File: src/logic/mmts_consts.svh
// Constants for the multi-module trigger synchronisation block
`ifndef MMTS_CONSTS_SVH
`define MMTS_CONSTS_SVH
`define MMTS_NLINES      8
`define MMTS_SELW        3
`define MMTS_TRIG_HOLD   4
`define MMTS_HOLDW       3
`define MMTS_SYNC_RST    1'b0
`endif

File: src/logic/mmts_pkg.sv
// Types for the multi-module trigger synchronisation block
`include "mmts_consts.svh"
package mmts_pkg;
  typedef enum logic [1:0] {
    MMTS_POST  = 2'b00,
    MMTS_DELAY = 2'b01,
    MMTS_PRE   = 2'b10,
    MMTS_MID   = 2'b11
  } mmts_mode_e;
  typedef enum logic [2:0] {
    MMTS_IDLE  = 3'b000,
    MMTS_FILL  = 3'b001,
    MMTS_ARMED = 3'b010,
    MMTS_WAIT  = 3'b011,
    MMTS_DLY   = 3'b100,
    MMTS_AFTER = 3'b101
  } mmts_state_e;
  typedef struct packed {
    logic                       is_master;
    mmts_mode_e                 mode;
    logic [`MMTS_SELW-1:0]      trig_sel;
    logic [`MMTS_SELW-1:0]      arm_sel;
    logic [`MMTS_NLINES-1:0]    arm_mask;
  } mmts_cfg_s;
endpackage

File: src/logic/mmts_sync.sv
// Trigger synchronisation logic for one module of a multi-module group
`timescale 1ns/100ps
`default_nettype none
`include "mmts_consts.svh"
module mmts_sync #(
  parameter int CW = 28,
  parameter int DW = 16
) (
  input  wire logic                    i_clk,
  input  wire logic                    i_reset,
  input  wire logic                    i_ce,
  input  wire mmts_pkg::mmts_cfg_s     i_cfg,
  input  wire logic                    i_start,
  input  wire logic                    i_trig_event,
  input  wire logic                    i_sample_tick,
  input  wire logic [CW-1:0]           i_pre_cnt,
  input  wire logic [CW-1:0]           i_post_cnt,
  input  wire logic [DW-1:0]           i_delay_cnt,
  input  wire logic [`MMTS_NLINES-1:0] i_bus_in,
  output logic [`MMTS_NLINES-1:0]      o_bus_out,
  output logic [`MMTS_NLINES-1:0]      o_bus_oe,
  output logic                         o_acq_start,
  output logic                         o_keep,
  output logic                         o_done,
  output logic                         o_armed,
  output logic                         o_cfg_err,
  output mmts_pkg::mmts_state_e        o_state
);
  import mmts_pkg::*;

  // Widths the counters cannot serve, refused at elaboration
  if (CW < 2 || CW > 32 || DW < 1 || DW > 32) begin : g_bad_width
    $error("mmts_sync: unsupported counter width");
  end

  localparam int NL = `MMTS_NLINES;

  // Three-stage synchronisers with agreement filter per bus line
  logic [NL-1:0] s1_r;            // First stage, read by s2 only
  logic [NL-1:0] s2_r;            // Second stage
  logic [NL-1:0] s3_r;            // Third stage
  logic [NL-1:0] line_r;          // Filtered line level
  logic [NL-1:0] line_nxt;        // Next filtered level

  genvar g;
  generate
    for (g = 0; g < NL; g++) begin : g_sync
      // Filter takes a level once stages two and three agree
      always_comb begin
        line_nxt[g] = (s2_r[g] == s3_r[g]) ? s3_r[g] : line_r[g];
      end
      // Register the chain
      always_ff @(posedge i_clk or posedge i_reset) begin
        if (i_reset) begin
          s1_r[g]   <= `MMTS_SYNC_RST;
          s2_r[g]   <= `MMTS_SYNC_RST;
          s3_r[g]   <= `MMTS_SYNC_RST;
          line_r[g] <= `MMTS_SYNC_RST;
        end else if (i_ce) begin
          s1_r[g]   <= i_bus_in[g];
          s2_r[g]   <= s1_r[g];
          s3_r[g]   <= s2_r[g];
          line_r[g] <= line_nxt[g];
        end
      end
    end
  endgenerate

  // Role and mode decode
  logic is_hs;        // Own mode needs pre-trigger fill
  logic bad_cfg;      // Slave armed line collides
  logic trig_lvl;     // Synchronised shared trigger level
  logic trig_prev_r;  // Previous trigger level
  logic trig_edge;    // Shared trigger rising edge
  logic all_armed;    // Every participant armed

  always_comb begin
    is_hs     = (i_cfg.mode == MMTS_PRE) || (i_cfg.mode == MMTS_MID);
    bad_cfg   = !i_cfg.is_master && is_hs &&
                (i_cfg.arm_sel == i_cfg.trig_sel);
    trig_lvl  = line_r[i_cfg.trig_sel];
    trig_edge = trig_lvl && !trig_prev_r;
  end

  // Acquisition state and counters
  mmts_state_e   st_r, st_nxt;      // Capture state
  logic [CW-1:0] cnt_r, cnt_nxt;    // Sample counter
  logic [DW-1:0] dly_r, dly_nxt;    // Delay counter
  logic          keep_nxt;          // Sample stored strobe
  logic          done_nxt;          // Capture finished strobe
  logic          start_nxt;         // Acquisition start strobe

  // Master readiness: armed lines in the mask and own fill
  always_comb begin
    all_armed = (&(line_r | ~i_cfg.arm_mask)) &&
                (!is_hs || st_r == MMTS_ARMED);
  end

  // Next capture state
  always_comb begin
    st_nxt    = st_r;
    cnt_nxt   = cnt_r;
    dly_nxt   = dly_r;
    keep_nxt  = 1'b0;
    done_nxt  = 1'b0;
    start_nxt = 1'b0;
    case (st_r)
      MMTS_IDLE: begin
        // Start command opens the capture
        if (i_start && !bad_cfg) begin
          cnt_nxt = '0;
          st_nxt  = is_hs ? MMTS_FILL : MMTS_WAIT;
        end
      end
      MMTS_FILL: begin
        // Collect the pre-trigger history first
        if (i_sample_tick) begin
          keep_nxt = 1'b1;
          cnt_nxt  = cnt_r + 1'b1;
        end
        if (cnt_r >= i_pre_cnt) begin
          st_nxt = MMTS_ARMED;
        end
      end
      MMTS_ARMED: begin
        // Ring keeps rolling; only the last samples survive
        keep_nxt = i_sample_tick;
        if (trig_edge) begin
          start_nxt = 1'b1;
          cnt_nxt   = '0;
          if (i_cfg.mode == MMTS_MID && i_post_cnt != '0) begin
            st_nxt = MMTS_AFTER;
          end else begin
            st_nxt   = MMTS_IDLE;
            done_nxt = 1'b1;
          end
        end
      end
      MMTS_WAIT: begin
        // Post and delay modes wait on the shared trigger
        if (trig_edge) begin
          start_nxt = 1'b1;
          cnt_nxt   = '0;
          dly_nxt   = i_delay_cnt;
          if (i_cfg.mode == MMTS_DELAY && i_delay_cnt != '0) begin
            st_nxt = MMTS_DLY;
          end else begin
            st_nxt = MMTS_AFTER;
          end
        end
      end
      MMTS_DLY: begin
        // Delay counts time-base cycles
        dly_nxt = dly_r - 1'b1;
        if (dly_r == {{(DW-1){1'b0}}, 1'b1}) begin
          st_nxt = MMTS_AFTER;
        end
      end
      MMTS_AFTER: begin
        // Samples after the trigger until the count is met
        if (cnt_r >= i_post_cnt) begin
          st_nxt   = MMTS_IDLE;
          done_nxt = 1'b1;
        end else if (i_sample_tick) begin
          keep_nxt = 1'b1;
          cnt_nxt  = cnt_r + 1'b1;
        end
      end
      default: begin
        st_nxt = MMTS_IDLE;
      end
    endcase
  end

  // Register capture state
  always_ff @(posedge i_clk or posedge i_reset) begin
    if (i_reset) begin
      st_r        <= MMTS_IDLE;
      cnt_r       <= '0;
      dly_r       <= '0;
      trig_prev_r <= 1'b0;
      o_keep      <= 1'b0;
      o_done      <= 1'b0;
      o_acq_start <= 1'b0;
      o_state     <= MMTS_IDLE;
    end else if (i_ce) begin
      st_r        <= st_nxt;
      cnt_r       <= cnt_nxt;
      dly_r       <= dly_nxt;
      trig_prev_r <= trig_lvl;
      o_keep      <= keep_nxt;
      o_done      <= done_nxt;
      o_acq_start <= start_nxt;
      o_state     <= st_nxt;
    end
  end

  // Master trigger release and line drive
  logic                   pend_r, pend_nxt;  // Trigger held back
  logic [`MMTS_HOLDW-1:0] hold_r, hold_nxt;  // Pulse width count
  logic                   fire;              // Release this cycle
  logic [NL-1:0]          out_nxt;           // Next line levels
  logic [NL-1:0]          oe_nxt;            // Next line enables
  logic                   armed_nxt;         // Next armed level

  always_comb begin
    fire     = i_cfg.is_master && pend_r && all_armed &&
               hold_r == '0;
    // A new event in the release cycle is kept
    pend_nxt = (i_cfg.is_master && i_trig_event) ||
               (pend_r && !fire);
    hold_nxt = hold_r;
    if (fire) begin
      hold_nxt = `MMTS_HOLDW'(`MMTS_TRIG_HOLD);
    end else if (hold_r != '0) begin
      hold_nxt = hold_r - 1'b1;
    end
    armed_nxt = !i_cfg.is_master && is_hs && !bad_cfg &&
                st_nxt == MMTS_ARMED;
    out_nxt = '0;
    oe_nxt  = '0;
    if (i_cfg.is_master) begin
      oe_nxt[i_cfg.trig_sel]  = 1'b1;
      out_nxt[i_cfg.trig_sel] = hold_nxt != '0;
    end else if (is_hs && !bad_cfg) begin
      oe_nxt[i_cfg.arm_sel]  = 1'b1;
      out_nxt[i_cfg.arm_sel] = armed_nxt;
    end
  end

  // Register master drive and slave armed line
  always_ff @(posedge i_clk or posedge i_reset) begin
    if (i_reset) begin
      pend_r    <= 1'b0;
      hold_r    <= '0;
      o_bus_out <= '0;
      o_bus_oe  <= '0;
      o_armed   <= 1'b0;
      o_cfg_err <= 1'b0;
    end else if (i_ce) begin
      pend_r    <= pend_nxt;
      hold_r    <= hold_nxt;
      o_bus_out <= out_nxt;
      o_bus_oe  <= oe_nxt;
      o_armed   <= armed_nxt;
      o_cfg_err <= bad_cfg;
    end
  end

  // Checks on the handshake and capture
  // Rising trigger on the pin must follow a cycle with all lines armed
  chk_hold_until_armed: assert property (@(posedge i_clk)
    disable iff (i_reset)
    i_cfg.is_master && $stable(i_cfg) &&
    $rose(o_bus_out[i_cfg.trig_sel]) |-> $past(all_armed && pend_r))
    else $error("trigger released before all armed");
  chk_master_one_line: assert property (@(posedge i_clk)
    disable iff (i_reset)
    i_ce && i_cfg.is_master |=> $onehot(o_bus_oe) || !i_ce)
    else $error("master drives other than one line");
  chk_pulse_width: assert property (@(posedge i_clk)
    disable iff (i_reset)
    i_ce && fire ##1 i_ce [*4] |=> hold_r == '0)
    else $error("trigger pulse width wrong");
  chk_arm_not_trig: assert property (@(posedge i_clk)
    disable iff (i_reset)
    !i_cfg.is_master && $stable(i_cfg) && $past(i_ce) |->
    !o_bus_oe[i_cfg.trig_sel])
    else $error("slave drives the trigger line");
  chk_armed_state: assert property (@(posedge i_clk)
    disable iff (i_reset)
    o_armed |-> st_r == MMTS_ARMED)
    else $error("armed shown outside armed state");
  chk_trig_starts: assert property (@(posedge i_clk)
    disable iff (i_reset)
    i_ce && st_r == MMTS_WAIT && trig_edge |=> o_acq_start)
    else $error("trigger did not start acquisition");
  chk_fill_no_trig: assert property (@(posedge i_clk)
    disable iff (i_reset)
    i_ce && st_r == MMTS_FILL |=> !o_acq_start)
    else $error("trigger taken before history filled");
  chk_sync_agree: assert property (@(posedge i_clk)
    disable iff (i_reset)
    i_ce && s2_r != s3_r |=> $stable(line_r) || !$past(i_ce))
    else $error("line taken before stages agree");
  chk_mid_after: assert property (@(posedge i_clk)
    disable iff (i_reset)
    i_ce && st_r == MMTS_AFTER && cnt_r >= i_post_cnt |=> o_done)
    else $error("post count not ended");
endmodule
`default_nettype wire

File: config.mk
export PLATFORM = sky130hd
export DESIGN_NAME = mmts_sync
export DESIGN_NICKNAME = d
export VERILOG_FILES = /design/src/logic/mmts_pkg.sv /design/src/logic/mmts_sync.sv
export VERILOG_INCLUDE_DIRS = /design/src /design/src/logic
export SDC_FILE = /design/constraint.sdc
export NUM_CORES = 1
export LEC_CHECK = 0
export BUFFER_PORTS_ARGS = -buffer_cell sky130_fd_sc_hd__buf_4
export CAP_MARGIN = 5
export CORE_ASPECT_RATIO = 1.2
export CORE_MARGIN = 4
export CORE_UTILIZATION = 47
export DETAILED_ROUTE_END_ITERATION = 10
export PLACE_DENSITY = 0.69
export SLEW_MARGIN = 5
export SYNTH_ARGS = -nofsm -noshare
export SYNTH_HDL_FRONTEND = slang
export SYNTH_SLANG_ARGS = --single-unit
File: constraint.sdc
create_clock -name i_clk -period 2.85 [get_ports i_clk]
set_clock_uncertainty 0.15 [all_clocks]
set_input_delay 0.1425 -clock i_clk [delete_from_list [all_inputs] [get_ports i_clk]]
set_output_delay 0.1425 -clock i_clk [all_outputs]
set_load 0.02 [all_outputs]
Word level (Yosys, flattened, before mapping)
Cells that the tools add are included.
{"block": "classes", "addsub": 3, "n_lt_le_gt_ge": 6, "n_eq_ne": 23, "mux": 38, "bitwise_logic": 4, "reduce_logical": 45}
{"op": "28-bit two-way mux", "count": 4}
{"op": "28-bit case mux with 4 select lines", "count": 1}
{"op": "28-bit greater-or-equal comparator", "count": 2}
{"op": "8-bit two-way mux", "count": 4}
{"op": "16-bit case mux with 2 select lines", "count": 1}
{"op": "28-bit by 1-bit adder with 28-bit output (second input constant)", "count": 1}
{"op": "28-bit nonzero test", "count": 1}
{"op": "3-bit two-way mux", "count": 9}
{"op": "3-bit case mux with 6 select lines", "count": 1}
{"op": "1-bit logical AND", "count": 17}
{"op": "8-bit AND", "count": 2}
{"op": "16-bit by 1-bit equality test with 1-bit output (second input constant)", "count": 1}
{"op": "16-bit two-way mux", "count": 1}
{"op": "2-bit AND reduction", "count": 8}
{"op": "16-bit nonzero test", "count": 1}
{"op": "16-bit by 1-bit subtractor with 16-bit output (second input constant)", "count": 1}
{"op": "1-bit two-way mux", "count": 11}
{"op": "3-bit by 2-bit equality test with 1-bit output (second input constant)", "count": 3}
{"op": "1-bit equality test", "count": 8}
{"op": "3-bit by 4-bit less-than comparator with 1-bit output (second input constant)", "count": 2}
{"op": "8-bit NOT", "count": 1}
{"op": "8-bit bitwise OR", "count": 1}
{"op": "8-bit AND reduction", "count": 1}
{"op": "1-bit demux with 3-bit select", "count": 2}
{"op": "other kinds (22)", "count": 35}
{"block": "word_totals", "reg_bits": 105, "in_bits": 103, "output_inout_bits": 24, "word_cells": 164}

Longest topological paths before layout
{"block": "logic_depth", "word_depth": 13, "ltp_mapped": 12, "mapped_depth_nobuf": 10}

Worst setup path before layout
OpenSTA, ideal clock, no wires.
{"block": "synth_timing", "path_kind": "register -> register", "start": "register cnt_r[2]", "end": "register cnt_r[11]", "setup_time_ns": 0.078, "arrival_time_ns": 2.592, "required_ns": 2.622, "path_slack_ns": 0.030, "stages_incl_launch_ff": 11, "n_path_buf": 1, "synth_period_minus_slack_ns": 2.820, "cell_sequence": "dfrtp_1 > ha_1 > a211oi_1 > o21ai_0 > a41oi_1 > o21ai_0 > a31oi_1 > o2111ai_1 > clkbuf_2 > or3_1 > a21oi_1"}
{"block": "synth_between", "elab_chain_len": 4, "elab_cells_between_ends": 7, "classes_between": "1 x add/sub; 1 x order compare; 1 x eq/ne; 3 x mux; 1 x reduce/logical"}
{"element": "from (decl)", "line_no": "mmts_sync.sv:87", "text": "logic [CW-1:0] cnt_r, cnt_nxt;"}
{"element": "from (signal assigned)", "line_no": "mmts_sync.sv:188", "text": "cnt_r <= cnt_nxt;"}
{"element": "28-bit by 1-bit adder with 28-bit output", "line_no": "mmts_sync.sv:119, mmts_sync.sv:166"}
{"element": "28-bit two-way mux", "line_no": "mmts_sync.sv:117, mmts_sync.sv:164"}
{"element": "28-bit two-way mux", "line_no": "mmts_sync.sv:161", "text": "if (cnt_r >= i_post_cnt) begin"}
{"element": "28-bit case mux with 4 select lines", "line_no": "mmts_sync.sv:107", "text": "case (st_r)"}
Several ways; a longest one is shown, not always the timed one. The select of a mux whose other input is x is not followed.
A chain may end at the register's enable or synchronous reset.

Final worst setup path
{"block": "layout_timing", "start": "register cnt_r[17]", "end": "register cnt_r[9]"}
{"block": "layout_between", "elab_chain_len": 3}
{"element": "28-bit greater-or-equal comparator", "line_no": "mmts_sync.sv:161"}
{"element": "2-bit inequality test (no source line)"}
{"element": "5-bit AND reduction (no source line)"}
Every way passes these cells.

==> metrics.md <==
| Metric | Value |
|---|---|
| Psw | 1.949 mW |
| Critical path start-end classification | register to register |
| Global-route wire length before repair | between 30 and 40 mm |
| Commonest cells after routing, fill and taps aside | 174 x buf_4, 103 x dfrtp_1, 88 x inv_1, 84 x a21oi_1, 83 x o21ai_0 |
| Final Hold Violating Endpoints | 1 |
| Setup crit end kind | register |
| Yosys warning count | 0 |
| Count of nets after finishing | 1,173 |
| Chip height | about 140 um |
| Period minus WS final | 2.761 ns |
| Combinational cell fraction of total power | 35.5% |
| Failing checks | hold timing |
| Actual transition at the worst max-transition pin | 0.6341 ns |
| Syn Nets | 984 |
| Arrival time reported for the critical path endpoint | 2.90 ns |
| Startpoint of the worst-slack reg-to-reg timing path | cnt_r[17] |
| First element of the critical path | cnt_r[17] |
| Distinct cell type count after synthesis | 57 |
| Setup ws final | 0.08934 ns |
| Final count of negative-setup-slack endpoints | 0 |
| Final cell count without fillers | 1,188 |
| Root Driver | clkbuf_16 |
| Initial antenna violation count | 0 |
| Number of rows in the core area | 48 |
| Average cell area after synthesis | around 8.4 um^2 |
| Mapped Cells | 819 |
| Period utilisation layout | a little under 100% |
| Vias in the first global route | between 6k and 7k |
| Filler Cell Count | between 1k and 1.5k |
| Number of buffers created by CTS | 9 |
| R2R depth | 11 |
| Critical path fanouts, max | 11 |
| Register area share after synthesis | 38.19% |
| Iter 0 DRT Violations | 346 |
| Worst-skew pair later-pin latency | 0.36 ns |
| Required time at the worst-slack endpoint | around 3 ns |
| Post-synthesis instance area | 6880 um^2 |
| Non-Filler Cell Area, Final | a little over 9000 um^2 |
| Maximum ir drop on the vdd rail | 574.2 uV |
| Pre-CTS worst setup slack | -0.01031 ns |
| Count of port buffers added during placement | 126 |
| Pin count of the biggest net entering global routing | 70 |
| Clock tree from TritonCTS | done |
| MaxCap Viol Count | 0 |
| Final HPWL from detailed placement | 13.83 mm |
| Flops & latches, synth | ~110 |
| Pwr Density | 581.2 nW/um^2 |
| Startpoint of the worst hold path | i_cfg[11] |
| Initial Util | between 40% and 50% |
| Routed WL per cell | roughly 16 um |
| Via count | 6,591 |
| Maximum level of the CTS H-tree | 3 |
| Area after detailed placement | approximately 8300 um^2 |
| Share of power burned in registers | approximately two fifths |
| Count of boundary I/O pins | 127 |
| Switching share of power | between 30% and 40% |
| Floorplan die width | 118.5 um |
| Antenna-violating nets left | 0 |
| Cell count after placement | 1,139 |
| DR pass1 iterations | 5 |
| Proportion of register bits with asynchronous set or reset after synthesis | 100.0% |
| Per-cell via count in the routed design | 5.548 |
| Fraction of layout cells with a size suffix above 1 | 23.99% |
| Clk sinks | 105 |
| Grt total ovfl | 0 |
| Number of inserted diodes | 0 |
| Growth of design area from synthesis to finish | 32.33% |
| Final-report max-slew violation count | 0 |
| Global-route usage over all layers | around 22% |
| Routability congestion estimate from global placement | about 0.90 |
| Achievable clock frequency | 362.2 MHz |
| Worst min-delay path class | input port to register |
| Portion of total power attributed to the clock network | 25.0% |
| Result of the run | finished, violations left |
| Internal cell power | 3.344 mW |
| Die area | 16,650 um^2 |
| Max-Slew Margin vs Limit | between 50% and 60% |
| CP Launch Type | register |
| Standard cell core area | 14,350 um^2 |
| Hold_ws | -0.02012 ns |
| Maximum number of buffers from clock root to sink | 2 |
| Clock-pin slew of the registers on the worst-case setup and hold paths | 0.08 ns |
| Post-synth EDFFs | 0 |
| Number of cells on the worst hold path | 3 |
| Unrepaired setup endpoints after global routing | yes |
| Total leakage power | 4.337 nW |
| DRC violation count after routing | 0 |
| Commonest non-fill, non-tap cell in the layout | buf_4 |
| Dominant register cell in the synthesized netlist | dfrtp_1 |
| Total routed wirelength | 18.52 mm |
-- critical path, stage by stage, from the launching register on --
cell	delay [ns]
dfrtp_1	0.42
ha_4	0.23
a21o_1	0.18
a21o_1	0.18
a21oi_2	0.13
o2111ai_2	0.17
a31oi_2	0.19
buf_4	0.14
o21ai_1	0.07
buf_4	0.18
or4_4	0.52
a21oi_2	0.12
-- sequential cells by signal, indices dropped and copies added, names as in the netlist --
name / flops
cnt_r: 28
dly_r: 16
line_r: 8
o_bus_oe: 8
o_bus_out: 8
s1_r: 8
s2_r: 8
s3_r: 8
hold_r: 3
st_r: 3
o_acq_start: 1
o_armed: 1
o_cfg_err: 1
o_done: 1
o_keep: 1
pend_r: 1
trig_prev_r: 1
-- layout make-up --
cell class	count	area, um^2	area share (%)
multi-input cells	595	3956	43.45
flip-flops and latches	105	2630	28.89
repair buffers	207	1649	18.11
inverters	90	341.6	3.752
clock buffers	9	225.2	2.474
well taps	175	219.0	2.405
clock inverters	7	83.83	0.9207
-- final timing paths --
check	slack, ns	endpoint
worst min-delay path	-0.02	o_bus_oe[7]
worst max register to register	0.09	cnt_r[9]
max in group asynchronous	1.46	o_bus_out[5]
worst min register to register	0.36	hold_r[1]
min in group asynchronous	0.26	s1_r[1]
worst max-delay path	0.09	cnt_r[9]
-- per-stage QoR --
stage	power [mW]	utilization (%)	setup TNS [ns]
CTS	5.271	62.19	0
finish	5.292	63.43	0
global placement	3.862	57.87	0
detailed placement	3.901	57.87	-0.01031
floorplan	3.179	-	0
global route	5.662	63.43	-0.3385
-- cell families (layout without fill, tap and decap cells) --
kind of cell	Yosys count	count (layout)	synth area share, %
simple gates	263	263	19.39
compound gates	244	244	20.46
buf+inv	119	313	6.656
flops	105	105	38.19
fa+ha+maj	62	62	11.27
mux	22	22	3.528
xor+xnor	4	4	0.5093
-- power groups by stage --
stage	Combinational [mW]	Clock (mW)	Sequential, mW
after global placement	1.76	0	2.10
after CTS	1.84	1.35	2.08
final	1.88	1.33	2.09
after global routing	2.12	1.40	2.14
after detailed placement	1.80	0	2.11
after floorplan	1.05	0	2.13
-- cell usage after synthesis (all sizes together) (12+ instances only) --
master,number,area share [%]
nor3,13,0.95
nand2,69,3.8
a31oi,16,1.7
nand4,19,1.7
a21oi,88,6.4
nand3,16,1.2
or3,23,2.1
dfrtp,105,38
nor2,54,2.9
o21ai,91,6.6
nand2b,12,1.1
clkbuf,22,1.2
mux2,18,2.9
inv,89,4.9
ha,62,11
nor4,19,1.7
-- timing repair --
item | CTS | global route
hold buffers | 31 | 0
setup endpoints to repair | 4 | 40
resized for setup | 0 | 34
hold endpoints to repair | 54 | 0
pin swaps | 1 | 14
buffers inserted | 0 | 3
-- routing by layer --
metal	routed length [um]	track usage (%)	share of wire, %	up-vias
met2	9457	39.39	51	141
met5	0	0	0	-
li1	-	-	-	3316
met1	7857	27.12	42	3106
met3	827	3.837	4.5	28
met4	376	7.444	2.0	0
Power figures use the tool's default switching activity.
